[src/verilog/ftf_pkg.sv]
// Package for the fall-through FIFO host controller: pin bundles and timing counts
package ftf_pkg;
    // Word width of the device and its total depth
    localparam int unsigned FTF_DATA_W = 4;
    localparam int unsigned FTF_DEPTH = 64;
    localparam int unsigned FTF_STACK_DEPTH = 62;

    // Clock period and device timing, all in picoseconds
    localparam int unsigned FTF_CLK_PERIOD_PS = 25000;
    localparam int unsigned FTF_THROUGHPUT_PS = 1000000;
    localparam int unsigned FTF_MCLR_LOW_PS = 10000;
    localparam int unsigned FTF_MCLR_REC_PS = 35000;

    // Least times round up to whole cycles
    localparam int unsigned FTF_THRU_CYC =
        (FTF_THROUGHPUT_PS + FTF_CLK_PERIOD_PS - 1) / FTF_CLK_PERIOD_PS;
    localparam int unsigned FTF_MCLR_CYC =
        (FTF_MCLR_LOW_PS + FTF_CLK_PERIOD_PS - 1) / FTF_CLK_PERIOD_PS;
    localparam int unsigned FTF_REC_CYC =
        (FTF_MCLR_REC_PS + FTF_CLK_PERIOD_PS - 1) / FTF_CLK_PERIOD_PS;

    // Counter width covering every count above
    localparam int unsigned FTF_CNT_W = 7;

    // Reset values of the pin drivers
    localparam logic FTF_PUSH_RST = 1'b0;
    localparam logic FTF_POP_RST = 1'b0;
    localparam logic FTF_MCLR_N_RST = 1'b0;

    // Pins the controller drives into the device
    typedef struct packed {
        logic [FTF_DATA_W-1:0] din;
        logic push;
        logic pop;
        logic master_clear_n;
    } ftf_drive_s;

    // Pins the device drives back
    typedef struct packed {
        logic [FTF_DATA_W-1:0] dout;
        logic space_available;
        logic data_valid;
    } ftf_sense_s;

    // Write-side sequencer states
    typedef enum logic [1:0] {
        FTF_W_IDLE = 2'b00,
        FTF_W_SETUP = 2'b01,
        FTF_W_HIGH = 2'b10,
        FTF_W_LOW = 2'b11
    } ftf_wr_state_e;

    // Read-side sequencer states
    typedef enum logic [1:0] {
        FTF_R_IDLE = 2'b00,
        FTF_R_SETTLE = 2'b01,
        FTF_R_HIGH = 2'b10
    } ftf_rd_state_e;
endpackage : ftf_pkg

[src/verilog/ftf_sync.sv]
// Two-stage synchroniser for the device's asynchronous outputs
`timescale 1ns/1ps
module ftf_sync #(
    parameter int unsigned WIDTH = 1
) (
    // Clock and reset
    input wire logic clk,
    input wire logic nrst,
    // Asynchronous input and its synchronised copy
    input wire logic [WIDTH-1:0] async_in,
    output logic [WIDTH-1:0] sync_out
);
    logic [WIDTH-1:0] meta_q;

    // Refuse an empty bundle while elaborating
    if (WIDTH < 1)
    begin : g_bad_width
        $error("ftf_sync: WIDTH must be at least 1");
    end

    // First stage is read only by the second
    always_ff @(posedge clk or negedge nrst)
    begin
        if (!nrst)
        begin
            meta_q <= '0;
            sync_out <= '0;
        end
        else
        begin
            meta_q <= async_in;
            sync_out <= meta_q;
        end
    end
endmodule : ftf_sync

[src/verilog/ftf_host.sv]
// Host controller that drives a 64x4 fall-through FIFO device through its pins
`timescale 1ns/1ps
//
// Overview of operation
// - Host raises push only while space_available is high.
// - Host raises pop only while data_valid is high.
// - Flag low for the throughput time means full or empty.
// - Master clear is active low, held at least 10 ns, raises space_available.
module ftf_host #(
    parameter int unsigned DATA_W = ftf_pkg::FTF_DATA_W,
    parameter int unsigned THRU_CYC = ftf_pkg::FTF_THRU_CYC
) (
    // Clock and reset
    input wire logic clk,
    input wire logic nrst,
    // Producer side: words to write into the device
    input wire logic wr_valid,
    output logic wr_ready,
    input wire logic [DATA_W-1:0] wr_data,
    // Consumer side: words read back from the device
    output logic rd_valid,
    input wire logic rd_ready,
    output logic [DATA_W-1:0] rd_data,
    // Control and status
    input wire logic clear_req,
    output logic fifo_full,
    output logic fifo_empty,
    // Device pins
    output ftf_pkg::ftf_drive_s dev_drive,
    input wire ftf_pkg::ftf_sense_s dev_sense
);
    import ftf_pkg::*;

    localparam int unsigned SYNC_W = $bits(ftf_sense_s);

    ftf_sense_s sense_s;
    ftf_wr_state_e wr_state_q;
    ftf_rd_state_e rd_state_q;
    logic [DATA_W-1:0] din_q;
    logic push_q;
    logic pop_q;
    logic mclr_n_q;
    logic [FTF_CNT_W-1:0] clr_cnt_q;
    logic clr_busy;
    logic [FTF_CNT_W-1:0] full_cnt_q;
    logic [FTF_CNT_W-1:0] empty_cnt_q;
    logic rd_valid_q;
    logic [DATA_W-1:0] rd_data_q;

    // Refuse values the logic cannot serve; a count within the three-cycle
    // sense lag would flag full or empty in the middle of a normal shift
    if (DATA_W != FTF_DATA_W)
    begin : g_bad_width
        $error("ftf_host: DATA_W must match the device word width");
    end
    if (THRU_CYC < 4 || THRU_CYC >= (1 << FTF_CNT_W))
    begin : g_bad_thru
        $error("ftf_host: THRU_CYC out of counter range");
    end

    // Device outputs are asynchronous to clk, so all pass two flops
    ftf_sync #(
        .WIDTH(SYNC_W)
    ) u_sense_sync (
        .clk(clk),
        .nrst(nrst),
        .async_in(dev_sense),
        .sync_out(sense_s)
    );

    // Clear pulse: low for the minimum width, then recovery before any push
    always_ff @(posedge clk or negedge nrst)
    begin
        if (!nrst)
        begin
            mclr_n_q <= FTF_MCLR_N_RST;
            clr_cnt_q <= FTF_CNT_W'(FTF_MCLR_CYC + FTF_REC_CYC);
        end
        else if (clear_req)
        begin
            mclr_n_q <= 1'b0;
            clr_cnt_q <= FTF_CNT_W'(FTF_MCLR_CYC + FTF_REC_CYC);
        end
        else if (clr_cnt_q != '0)
        begin
            clr_cnt_q <= clr_cnt_q - 1'b1;
            // Release once the low time has been met, recovery keeps counting
            if (clr_cnt_q <= FTF_CNT_W'(FTF_REC_CYC + 1))
            begin
                mclr_n_q <= 1'b1;
            end
        end
    end

    assign clr_busy = (clr_cnt_q != '0) || clear_req;

    // Write sequencer: setup data, push high until acknowledged, then drop
    always_ff @(posedge clk or negedge nrst)
    begin
        if (!nrst)
        begin
            wr_state_q <= FTF_W_IDLE;
            push_q <= FTF_PUSH_RST;
            din_q <= '0;
        end
        else if (clr_busy)
        begin
            wr_state_q <= FTF_W_IDLE;
            push_q <= 1'b0;
        end
        else
        begin
            unique case (wr_state_q)
                FTF_W_IDLE:
                begin
                    // Only start while the first cell is free
                    if (wr_valid && sense_s.space_available)
                    begin
                        din_q <= wr_data;
                        wr_state_q <= FTF_W_SETUP;
                    end
                end
                FTF_W_SETUP:
                begin
                    // Data stood a full cycle, ahead of the 1 ns setup
                    push_q <= 1'b1;
                    wr_state_q <= FTF_W_HIGH;
                end
                FTF_W_HIGH:
                begin
                    // Hold push until the device drops its ready flag
                    if (!sense_s.space_available)
                    begin
                        push_q <= 1'b0;
                        wr_state_q <= FTF_W_LOW;
                    end
                end
                FTF_W_LOW:
                begin
                    // Din stays put one more cycle to cover hold time
                    wr_state_q <= FTF_W_IDLE;
                end
            endcase
        end
    end

    // Word accepted from the producer in the idle cycle, while space_available is high
    assign wr_ready = (wr_state_q == FTF_W_IDLE) && !clr_busy && sense_s.space_available;

    // Read sequencer: only pops when the holding slot is free
    always_ff @(posedge clk or negedge nrst)
    begin
        if (!nrst)
        begin
            rd_state_q <= FTF_R_IDLE;
            pop_q <= FTF_POP_RST;
        end
        else if (clr_busy)
        begin
            rd_state_q <= FTF_R_IDLE;
            pop_q <= 1'b0;
        end
        else
        begin
            unique case (rd_state_q)
                FTF_R_IDLE:
                begin
                    // One cycle of settle lets dout sync catch up with the flag
                    if (sense_s.data_valid && !rd_valid_q)
                    begin
                        rd_state_q <= FTF_R_SETTLE;
                    end
                end
                FTF_R_SETTLE:
                begin
                    pop_q <= 1'b1;
                    rd_state_q <= FTF_R_HIGH;
                end
                FTF_R_HIGH:
                begin
                    if (!sense_s.data_valid)
                    begin
                        pop_q <= 1'b0;
                        rd_state_q <= FTF_R_IDLE;
                    end
                end
                default:
                begin
                    rd_state_q <= FTF_R_IDLE;
                    pop_q <= 1'b0;
                end
            endcase
        end
    end

    // Holding slot: word captured as pop rises, kept until the consumer takes it or clear_req drops it
    always_ff @(posedge clk or negedge nrst)
    begin
        if (!nrst)
        begin
            rd_valid_q <= 1'b0;
            rd_data_q <= '0;
        end
        else if (clear_req)
        begin
            rd_valid_q <= 1'b0;
        end
        else if (rd_state_q == FTF_R_SETTLE && !clr_busy)
        begin
            rd_data_q <= sense_s.dout;
            rd_valid_q <= 1'b1;
        end
        else if (rd_ready)
        begin
            rd_valid_q <= 1'b0;
        end
    end

    // Full and empty: flag low for the throughput time while idle
    always_ff @(posedge clk or negedge nrst)
    begin
        if (!nrst)
        begin
            full_cnt_q <= '0;
            empty_cnt_q <= '0;
        end
        else
        begin
            if (sense_s.space_available || push_q || clr_busy)
            begin
                full_cnt_q <= '0;
            end
            else if (full_cnt_q != FTF_CNT_W'(THRU_CYC))
            begin
                full_cnt_q <= full_cnt_q + 1'b1;
            end
            if (sense_s.data_valid || pop_q)
            begin
                empty_cnt_q <= '0;
            end
            else if (empty_cnt_q != FTF_CNT_W'(THRU_CYC))
            begin
                empty_cnt_q <= empty_cnt_q + 1'b1;
            end
        end
    end

    assign fifo_full = (full_cnt_q == FTF_CNT_W'(THRU_CYC));
    assign fifo_empty = (empty_cnt_q == FTF_CNT_W'(THRU_CYC)) && !rd_valid_q;

    // Pins and consumer outputs, all from flops; sides are independent
    assign dev_drive.din = din_q;
    assign dev_drive.push = push_q;
    assign dev_drive.pop = pop_q;
    assign dev_drive.master_clear_n = mclr_n_q;
    assign rd_valid = rd_valid_q;
    assign rd_data = rd_data_q;
endmodule : ftf_host

[config.mk]
export PLATFORM = sky130hd
export DESIGN_NAME = ftf_host
export DESIGN_NICKNAME = d
export VERILOG_FILES = /design/src/verilog/ftf_pkg.sv /design/src/verilog/ftf_sync.sv /design/src/verilog/ftf_host.sv
export SDC_FILE = /design/constraint.sdc
export NUM_CORES = 1
export LEC_CHECK = 0
export CORE_ASPECT_RATIO = 0.9
export CORE_MARGIN = 5
export CORE_UTILIZATION = 30
export DETAILED_ROUTE_END_ITERATION = 7
export DONT_BUFFER_PORTS = 1
export GPL_TIMING_DRIVEN = 0
export PLACE_DENSITY = 0.5
export SETUP_SLACK_MARGIN = 0.3
export SLEW_MARGIN = 20
export SYNTH_ARGS = -nofsm -noshare
export SYNTH_HDL_FRONTEND = slang
export SYNTH_SLANG_ARGS = --single-unit
[constraint.sdc]
create_clock -name clk -period 4.35 [get_ports clk]
set_input_delay 0.6525 -clock clk [delete_from_list [all_inputs] [get_ports clk]]
set_output_delay 0.6525 -clock clk [all_outputs]
set_load 0.1 [all_outputs]
## Word level (Yosys, flattened, before mapping)

Index checks and enable logic that the tools add are counted.
W data, S select, Z words.

| word-level totals | value |
|---|---|
| memories | 0 |
| memory bits (writable) | 0 |
| ROM bits | 0 |
| bits in registers | 49 |
| input port bits | 15 |
| output and inout port bits | 15 |
| bits in latches | 0 |

| cells by class | value |
|---|---|
| shift-type cells | 0 |
| divide/modulo/power cells | 0 |
| reductions and logical operators | 28 |
| muxes and demuxes | 26 |
| equality and inequality tests | 14 |
| add/sub/neg operators | 3 |
| multipliers | 0 |
| bitwise operators | 2 |
| $lt $le $gt $ge | 1 |

Operators with widths:

| cell | count |
|---|---|
| $mux W7 | 6 |
| $add A7 B1 Y7 const B | 2 |
| $eq A7 B6 Y1 const B | 2 |
| $ne A7 B6 Y1 const B | 2 |
| $mux W2 | 6 |
| $ne A3 B3 Y1 const B | 4 |
| $reduce_and A2 Y1 | 6 |
| $mux W1 | 10 |
| $pmux W2 S4 | 1 |
| $reduce_bool A2 Y1 | 4 |
| $le A7 B2 Y1 const B | 1 |
| $reduce_bool A7 Y1 | 1 |
| $sub A7 B1 Y7 const B | 1 |
| $eq A2 B2 Y1 const B | 3 |
| $logic_and A1 B1 Y1 | 6 |
| $pmux W2 S3 | 1 |
| $reduce_bool A3 Y1 | 2 |
| $eq A2 B1 Y1 const B | 2 |
| $logic_not A2 Y1 | 2 |
| $logic_or A1 B1 Y1 | 4 |
| $pmux W1 S3 | 1 |
| $reduce_and A3 Y1 | 1 |
| $logic_not A1 Y1 | 2 |
| $ne A2 B2 Y1 const B | 1 |
| 2 further kinds | 3 |

## Longest topological paths before layout

Gate-level depths: netlist (run 1).

| logic depth | value |
|---|---|
| depth in word-level cells | 6 |
| mapped depth | 5 |
| mapped depth without buffers | 5 |

## By module

Synthesis (run 1) repeated with hierarchy kept, for this count alone.

| unflattened totals | value |
|---|---|
| cells, all modules | 210 |
| area, all modules | 2293.4 um2 |

Modules (own cells, without submodules):

| module | area an instance (um2) | instances | cells each |
|---|---|---|---|
| ftf_host | 1993.2 | 1 | 198 |
| ftf_sync | 300.3 | 1 | 12 |

## Least setup slack after synthesis (run 1)

Ideal clock, no wire load.

| timing path | value |
|---|---|
| kind | register to output |
| start | register rd_valid_q (netlist: rd_valid) |
| end | output fifo_empty |
| path slack | 734 ps |
| buffers on the path | 0 |
| arrival time | 2963 ps |
| stages on the path, launching flop included | 2 |
| cell sequence | dfrtp_1 -> nor3_1 |

| between the ends | value |
|---|---|
| longest elaborated chain between the ends | 2 |

Ends and longest elaborated chain:

| what | RTL line | text |
|---|---|---|
| from (decl) | ftf_host.sv:47 | `logic rd_valid_q;` |
| from (signal assigned) | ftf_host.sv:201 | `rd_valid_q <= 1'b0;` |
| from (signal assigned) | ftf_host.sv:206 | `rd_valid_q <= 1'b0;` |
| from (signal assigned) | ftf_host.sv:211 | `rd_valid_q <= 1'b1;` |
| $logic_not A1 Y1 | ftf_host.sv:249 | `assign fifo_empty = (empty_cnt_q == FTF_CNT_W'(THRU_CYC)) && !rd_valid_q;` |
| $logic_and A1 B1 Y1 | ftf_host.sv:249 |  |
| to (decl) | ftf_host.sv:27 | `output logic fifo_empty,` |

Every way passes these cells.

## Worst setup path in the final report (run 1)

| timing path | value |
|---|---|
| start | register clr_cnt_q[0] |
| end | output wr_ready |

| between the ends | value |
|---|---|
| longest elaborated chain between the ends | 5 |

Ends and longest elaborated chain:

| what | RTL line | text |
|---|---|---|
| from (decl) | ftf_host.sv:43 | `logic [FTF_CNT_W-1:0] clr_cnt_q;` |
| from (signal assigned) | ftf_host.sv:77 | `clr_cnt_q <= FTF_CNT_W'(FTF_MCLR_CYC + FTF_REC_CYC);` |
| from (signal assigned) | ftf_host.sv:82 | `clr_cnt_q <= FTF_CNT_W'(FTF_MCLR_CYC + FTF_REC_CYC);` |
| from (signal assigned) | ftf_host.sv:86 | `clr_cnt_q <= clr_cnt_q - 1'b1;` |
| $reduce_bool A7 Y1 | ftf_host.sv:95 | `assign clr_busy = (clr_cnt_q != '0) \|\| clear_req;` |
| $logic_or A1 B1 Y1 | ftf_host.sv:95 |  |
| $logic_not A1 Y1 | ftf_host.sv:148 | `assign wr_ready = (wr_state_q == FTF_W_IDLE) && !clr_busy && sense_s.space_available;` |
| $logic_and A1 B1 Y1 (2 in series) | ftf_host.sv:148 |  |
| to (decl) | ftf_host.sv:18 | `output logic wr_ready,` |

Every way passes these cells.

==> flow_summary.json, run 1 <==
{
  "status": "completed",
  "numClockSinks": 49,
  "switching_share_pct": 33.6,
  "fillers": 722,
  "ys_seq_elements": 49,
  "setup_slack_ns": 1.40,
  "antenna_found_initial": 0,
  "drive_above_1_share_pct": 15.2,
  "clock_path_buffers": 2,
  "crit_path_end_kind": "output port",
  "ir_worst_vdd_mv": 0.180,
  "worstSkewPairLatency_ns": 0.30,
  "finalClockSkew_ns": 0.00266,
  "synthCells": 201,
  "cts_tree": "built",
  "grt_first_pass_wirelength_mm": 7.15,
  "final_cell_mix": "dfrtp_1 (47), nor2_1 (14), a21oi_1 (13), o21ai_0 (13), inv_1 (11)",
  "numCtsBuffers": 5,
  "tightest_slew_ns": 1.06,
  "root_buffer": "clkbuf_8",
  "hold_path.class": "input pin to async pin",
  "post-place-ws_ns": 1.74,
  "gp_congestion": 0.782,
  "layout_commonest_cell": "dfrtp_1",
  "cp.required_ns": 3.70,
  "p_leak_nw": 1.06,
  "p_int_w": 0.000661,
  "core-area_um2": 7150,
  "hpwl_mm": 2.95,
  "powerDensity_nw_per_um2": 401,
  "grt_pass1_vias": 1448,
  "slew_headroom_pct": 29.2,
  "max_freq_mhz": 339,
  "final_cell_area_um2": 2480,
  "rows": 29,
  "port_buffers": 0,
  "die_y_um": 91.8,
  "regArea_um2": 1230,
  "vias": 1437,
  "num-nets-final": 234,
  "fp.dieW_um": 101,
  "clk_pin_slew_ns": 0.09,
  "setup_viol": 0,
  "ys_warn_count": 0,
  "seqPwrFrac_pct": 59.9,
  "p_switching_w": 0.000335,
  "drt_first_iter_violations": 78,
  "num_antenna_cells": 0,
  "cp_max_fo": 6,
  "fin_crit_sh_pct": 67.8,
  "grt_max_degree": 50,
  "cts_max_level": 2,
  "synth_top_area_share_pct": 52.7,
  "track_usage_pct": 9.78,
  "ys_types": 40,
  "grt_overflow_total": 0,
  "final.min_clock_period_ns": 2.95,
  "cts_setup_buffers": 0,
  "drc": 0,
  "place_area_um2": 2380,
  "start_util_pct": 31.2,
  "die_area_um2": 9270,
  "finalHoldViolations": 0,
  "synth_top_cell_by_area": "dfrtp_1",
  "fin_setup_tns_ns": 0,
  "cts_resized": 0,
  "max-cap-violations": 0,
  "routed_via_density": 4.74,
  "avgSynthCellArea_um2": 11.1,
  "firstDrtPassIters": 4,
  "slew_viol_final": 0,
  "crit_type": "flip-flop to output port",
  "syn-num-nets": 226,
  "power_frac_comb_pct": 11.2,
  "syn-cell-area_um2": 2230,
  "wl_per_cell_um": 13.5,
  "wl_mm": 4.10,
  "yosysSeqAreaShare_pct": 55.0,
  "critPathLaunchType": "flip-flop",
  "fin_util_pct": 34.7,
  "holdBufCountCts": 0,
  "area_growth_pct": 11.2,
  "p_clk_share_pct": 28.9,
  "ys_top_cells_by_area": "dfrtp_1 (53%), ha_1 (5.6%), mux2_2 (5.0%), a21oi_1 (2.9%), o21ai_0 (2.9%)",
  "rsz0062_at_grt": "false",
  "io_pins": 30,
  "multiInputGateArea_um2": 932,
  "ant_nets": 0,
  "arrival_ns": 2.30
}
[state kept, by name (all words and copies together), names as in the netlist, 2 cells and up]
register / count
empty_cnt_q: 7
u_sense_sync.meta_q: 6
rd_state_q: 2
wr_state_q: 2
rd_data: 4
clr_cnt_q: 7
din_q: 4
full_cnt_q: 7
u_sense_sync.sync_out: 6
[cell families after synthesis]
logic type | count (synthesis) | synth area share (%)
xor+xnor | 5 | 1.96
compound gates | 38 | 10.0
mux | 10 | 5.04
fa+ha+maj | 10 | 5.61
simple gates | 72 | 18.8
buf+inv | 17 | 3.53
flops | 49 | 55.0
[area by class of cell]
cell class / instances / share of cell area, %
Clock buffer: 6 / 3.33
Inverter: 11 / 1.66
Sequential cell: 49 / 49.5
Clock inverter: 2 / 0.655
Timing Repair Buffer: 1 / 1.11
Multi-Input combinational cell: 135 / 37.6
Buffer: 6 / 1.51
Tap cell: 93 / 4.69
[final timing paths]
kind                       slack [ns]  depth (start not counted)                    from                        to
setup / recovery                 1.40                          4            clr_cnt_q[0]                  wr_ready
hold / removal                   0.04                          0                    nrst                  din_q[2]
setup reg to reg                 2.24                          5            clr_cnt_q[0]              clr_cnt_q[3]
hold reg to reg                  0.35                          0  u_sense_sync.meta_q[3]  u_sense_sync.sync_out[3]
max in group asynchronous        4.13                          0                    nrst              clr_cnt_q[1]
min in group clk                 0.35                          0  u_sense_sync.meta_q[3]  u_sense_sync.sync_out[3]
[routing by layer]
metal | routed length, µm | vias to the layer above | share of wire (%) | track usage [%]
li1 | - | 716 | - | -
met1 | 2030 | 694 | 49 | 13.7
met2 | 1770 | 22 | 43 | 13.7
met3 | 241 | 5 | 5.9 | 3.41
met4 | 61 | 0 | 1.5 | 3.99
met5 | 0 | - | 0 | 0
[Yosys cell counts]
| library cell | number |
|---|---|
| nand3_1 | 9 |
| nor4_4 | 1 |
| or3b_2 | 1 |
| nor2_1 | 15 |
| and2_1 | 2 |
| nor3b_1 | 1 |
| nor4_1 | 1 |
| clkbuf_1 | 2 |
| nand3_2 | 1 |
| or4_1 | 3 |
| nor3_1 | 7 |
| nor3b_2 | 1 |
| or2_2 | 1 |
| xor2_1 | 4 |
| ha_1 | 10 |
| xnor2_1 | 1 |
| nand2_1 | 7 |
| dfrtp_1 | 47 |
| inv_1 | 11 |
| buf_4 | 4 |
| o21a_1 | 2 |
| dfstp_2 | 2 |
| a21o_1 | 1 |
| nor2b_1 | 6 |
| a211oi_1 | 2 |
| o21ai_0 | 13 |
| mux2_2 | 10 |
| and3_1 | 1 |
| a2111oi_0 | 2 |
| a21boi_0 | 1 |
| o21bai_1 | 1 |
| nand4bb_1 | 2 |
| nand2b_1 | 5 |
| nand3b_1 | 1 |
| a31oi_1 | 1 |
| a211o_1 | 1 |
| or3_1 | 6 |
| a21oi_1 | 13 |
| a32oi_1 | 1 |
| nand4_1 | 1 |
[worst max-delay path, stage by stage, from the launching register on]
cell	delay, ns
dfstp_2	0.40
inv_1	0.10
ha_1	0.20
nor3b_2	0.38
and3_1	0.90
[through the flow]
step                hold WS (ns)  instances  total power, W
global route             0.00333        303         0.00105
CTS                       0.0160        303         0.00101
floorplan                  0.331        201        0.000694
finish                    0.0364        303        0.000996
detailed placement         0.336        295        0.000718
global placement           0.332        294        0.000716
[power groups by stage]
stage | Combinational (W) | Clock (W) | Sequential (W)
5_1_grt | 0.000128 | 0.000321 | 0.000602
3_3_place_gp | 0.000110 | 0 | 0.000606
4_1_cts | 0.000113 | 0.000303 | 0.000597
2_1_floorplan | 0.0000954 | 0 | 0.000598
6_report | 0.000112 | 0.000288 | 0.000596
3_5_place_dp | 0.000112 | 0 | 0.000607
No activity file was read; power rests on OpenSTA's default activity.
==> run 2: changes to the inputs <==
==> constraint.sdc (replaced) <==
create_clock -name clk -period 2.9 [get_ports clk]
set_input_delay 0.435 -clock clk [delete_from_list [all_inputs] [get_ports clk]]
set_output_delay 0.435 -clock clk [all_outputs]
set_load 0.1 [all_outputs]
==> run 2 against run 1 <==
Net effect: via count is 0.42% higher; global-route usage down 0.62 points; clock power rose by 39%; largest power group unchanged; design area grew 0.40%; critical path depth decreased by 3; critical path type unchanged; first-iteration DRC count is 65% lower; power up 49%; sequential power rose by 50%; non-clock buffer count increased by 1.
==> flow_summary.json, run 2 (synthesis results as in run 1) <==
{
  "finalClockSkew_ns": 0.0122,
  "powerDensity_nw_per_um2": 595,
  "r2r_start": "clr_cnt_q[0]",
  "cp.required_ns": 2.47,
  "die_area_um2": 9270,
  "drt_first_iter_violations": 27,
  "clock_path_buffers": 2,
  "finalHoldViolations": 0,
  "cp_max_fo": 4,
  "tightest_slew_ns": 1.08,
  "io_pins": 30,
  "cts_max_level": 2,
  "setup_viol": 0,
  "num-nets-final": 235,
  "arrival_ns": 2.08,
  "hpwl_mm": 2.87,
  "ant_nets": 0,
  "status": "completed",
  "slew_headroom_pct": 28.1,
  "critPathTopFamily": "simple AND/OR/NAND/NOR gates",
  "holdCritStartpoint": "dev_sense[1]",
  "worstSkewPairLatency_ns": 0.29,
  "numClockSinks": 49,
  "die_y_um": 91.8,
  "antenna_found_initial": 0,
  "crit_path_end_kind": "output port",
  "p_leak_nw": 1.06,
  "wl_per_cell_um": 13.4,
  "start_util_pct": 31.2,
  "routed_via_density": 4.76,
  "grt_overflow_total": 0,
  "numCtsBuffers": 5,
  "firstDrtPassIters": 4,
  "hold_path.class": "input pin to flip-flop",
  "cp_num_buf_inv": 0,
  "final_cell_mix": "dfrtp_1 (47), nor2_1 (14), a21oi_1 (13), o21ai_0 (13), inv_1 (11)",
  "fin_crit_sh_pct": 86.6,
  "port_buffers": 0,
  "root_buffer": "clkbuf_8",
  "startpoint": "rd_valid",
  "max_freq_mhz": 398,
  "finalNonFillerCells": 303,
  "layout_commonest_cell": "dfrtp_1",
  "clk_pin_slew_ns": 0.09,
  "fp.dieW_um": 101,
  "num_antenna_cells": 0,
  "rsz0062_at_grt": "false",
  "crit_chain": "nor3_4",
  "crit_slowest_cell": "nor3_4",
  "cts_tree": "built",
  "dp.cells": 294,
  "critPathLaunchType": "flip-flop",
  "core-area_um2": 7150,
  "slew_viol_final": 0,
  "grt_first_pass_wirelength_mm": 6.89,
  "final_cell_area_um2": 2490,
  "drc": 0,
  "grt_max_degree": 50,
  "grt_pass1_vias": 1409,
  "track_usage_pct": 9.16,
  "rrSetupSlack_ns": 0.75,
  "area_growth_pct": 11.7,
  "slowest_delay_ns": 0.99,
  "crit_type": "flip-flop to output port",
  "cts_setup_buffers": 0,
  "final.min_clock_period_ns": 2.51,
  "ir_worst_vdd_mv": 0.252,
  "drive_above_1_share_pct": 15.2,
  "rows": 29,
  "vias": 1443,
  "fin_setup_tns_ns": 0,
  "largestRegisters": "clr_cnt_q: 7 flops, empty_cnt_q: 7 flops, full_cnt_q: 7 flops",
  "place_area_um2": 2360,
  "gp_congestion": 0.773,
  "wl_mm": 4.06,
  "max-cap-violations": 0
}
## run 2: changes by cell type in the layout (fill, tap and decap cells not counted), sizes merged
cell / previous run / this run
dlygate4sd3: 0 / 1
clkinvlp: 1 / 0
inv: 12 / 11
clkbuf: 8 / 9
## run 2: stage by stage
| stage | worst slack [ns] | util (%) | hold WS (ns) | total power, W |
|---|---|---|---|---|
| after floorplan | 0.350 | - | 0.139 | 0.00104 |
| after global placement | 0.282 | 32.9 | 0.141 | 0.00107 |
| after detailed placement | 0.517 | 33.0 | 0.142 | 0.00108 |
| after CTS | 0.338 | 34.8 | 0.148 | 0.00151 |
| after global routing | 0.306 | 34.9 | 0.138 | 0.00156 |
| final | 0.387 | 34.9 | 0.166 | 0.00148 |
## run 2: metal layers
| metal | track usage, % | routed length [µm] |
|---|---|---|
| met1 | 12.7 | 2040 |
| met3 | 3.57 | 255 |
| met4 | 2.66 | 23 |
| met2 | 13.2 | 1750 |
| met5 | 0 | 0 |
## run 2: what timing repair did
action	CTS	global route
endpoints found under the setup margin	1	1
resized for setup	1	1
hold buffers	2	0
pin swaps	0	1
endpoints found under the hold margin	49	0
## run 2: area by class of cell
class / instances / area, µm²
Inverter: 11 / 41.3
Sequential cell: 49 / 1230
Fill cell: 713 / 4660
Tap cell: 93 / 116
Clock buffer: 7 / 86.3
Timing Repair Buffer: 2 / 37.5
Multi-Input combinational cell: 135 / 945
Buffer: 6 / 37.5
## run 2: power by group
group	switching [W]	internal, W	total (W)
Sequential	0.000167	0.000728	0.000895
Clock	0.000211	0.000190	0.000401
Combinational	0.000113	0.0000729	0.000186
## run 2: path summary, 6_finish.rpt
| check | cells after the start | end |
|---|---|---|
| max | 1 | fifo_empty |
| min reg2reg | 0 | u_sense_sync.sync_out[1] |
| max in group asynchronous | 2 | clr_cnt_q[1] |
| max reg2reg | 5 | clr_cnt_q[3] |
| min in group asynchronous | 2 | clr_cnt_q[4] |
| min | 0 | u_sense_sync.meta_q[1] |
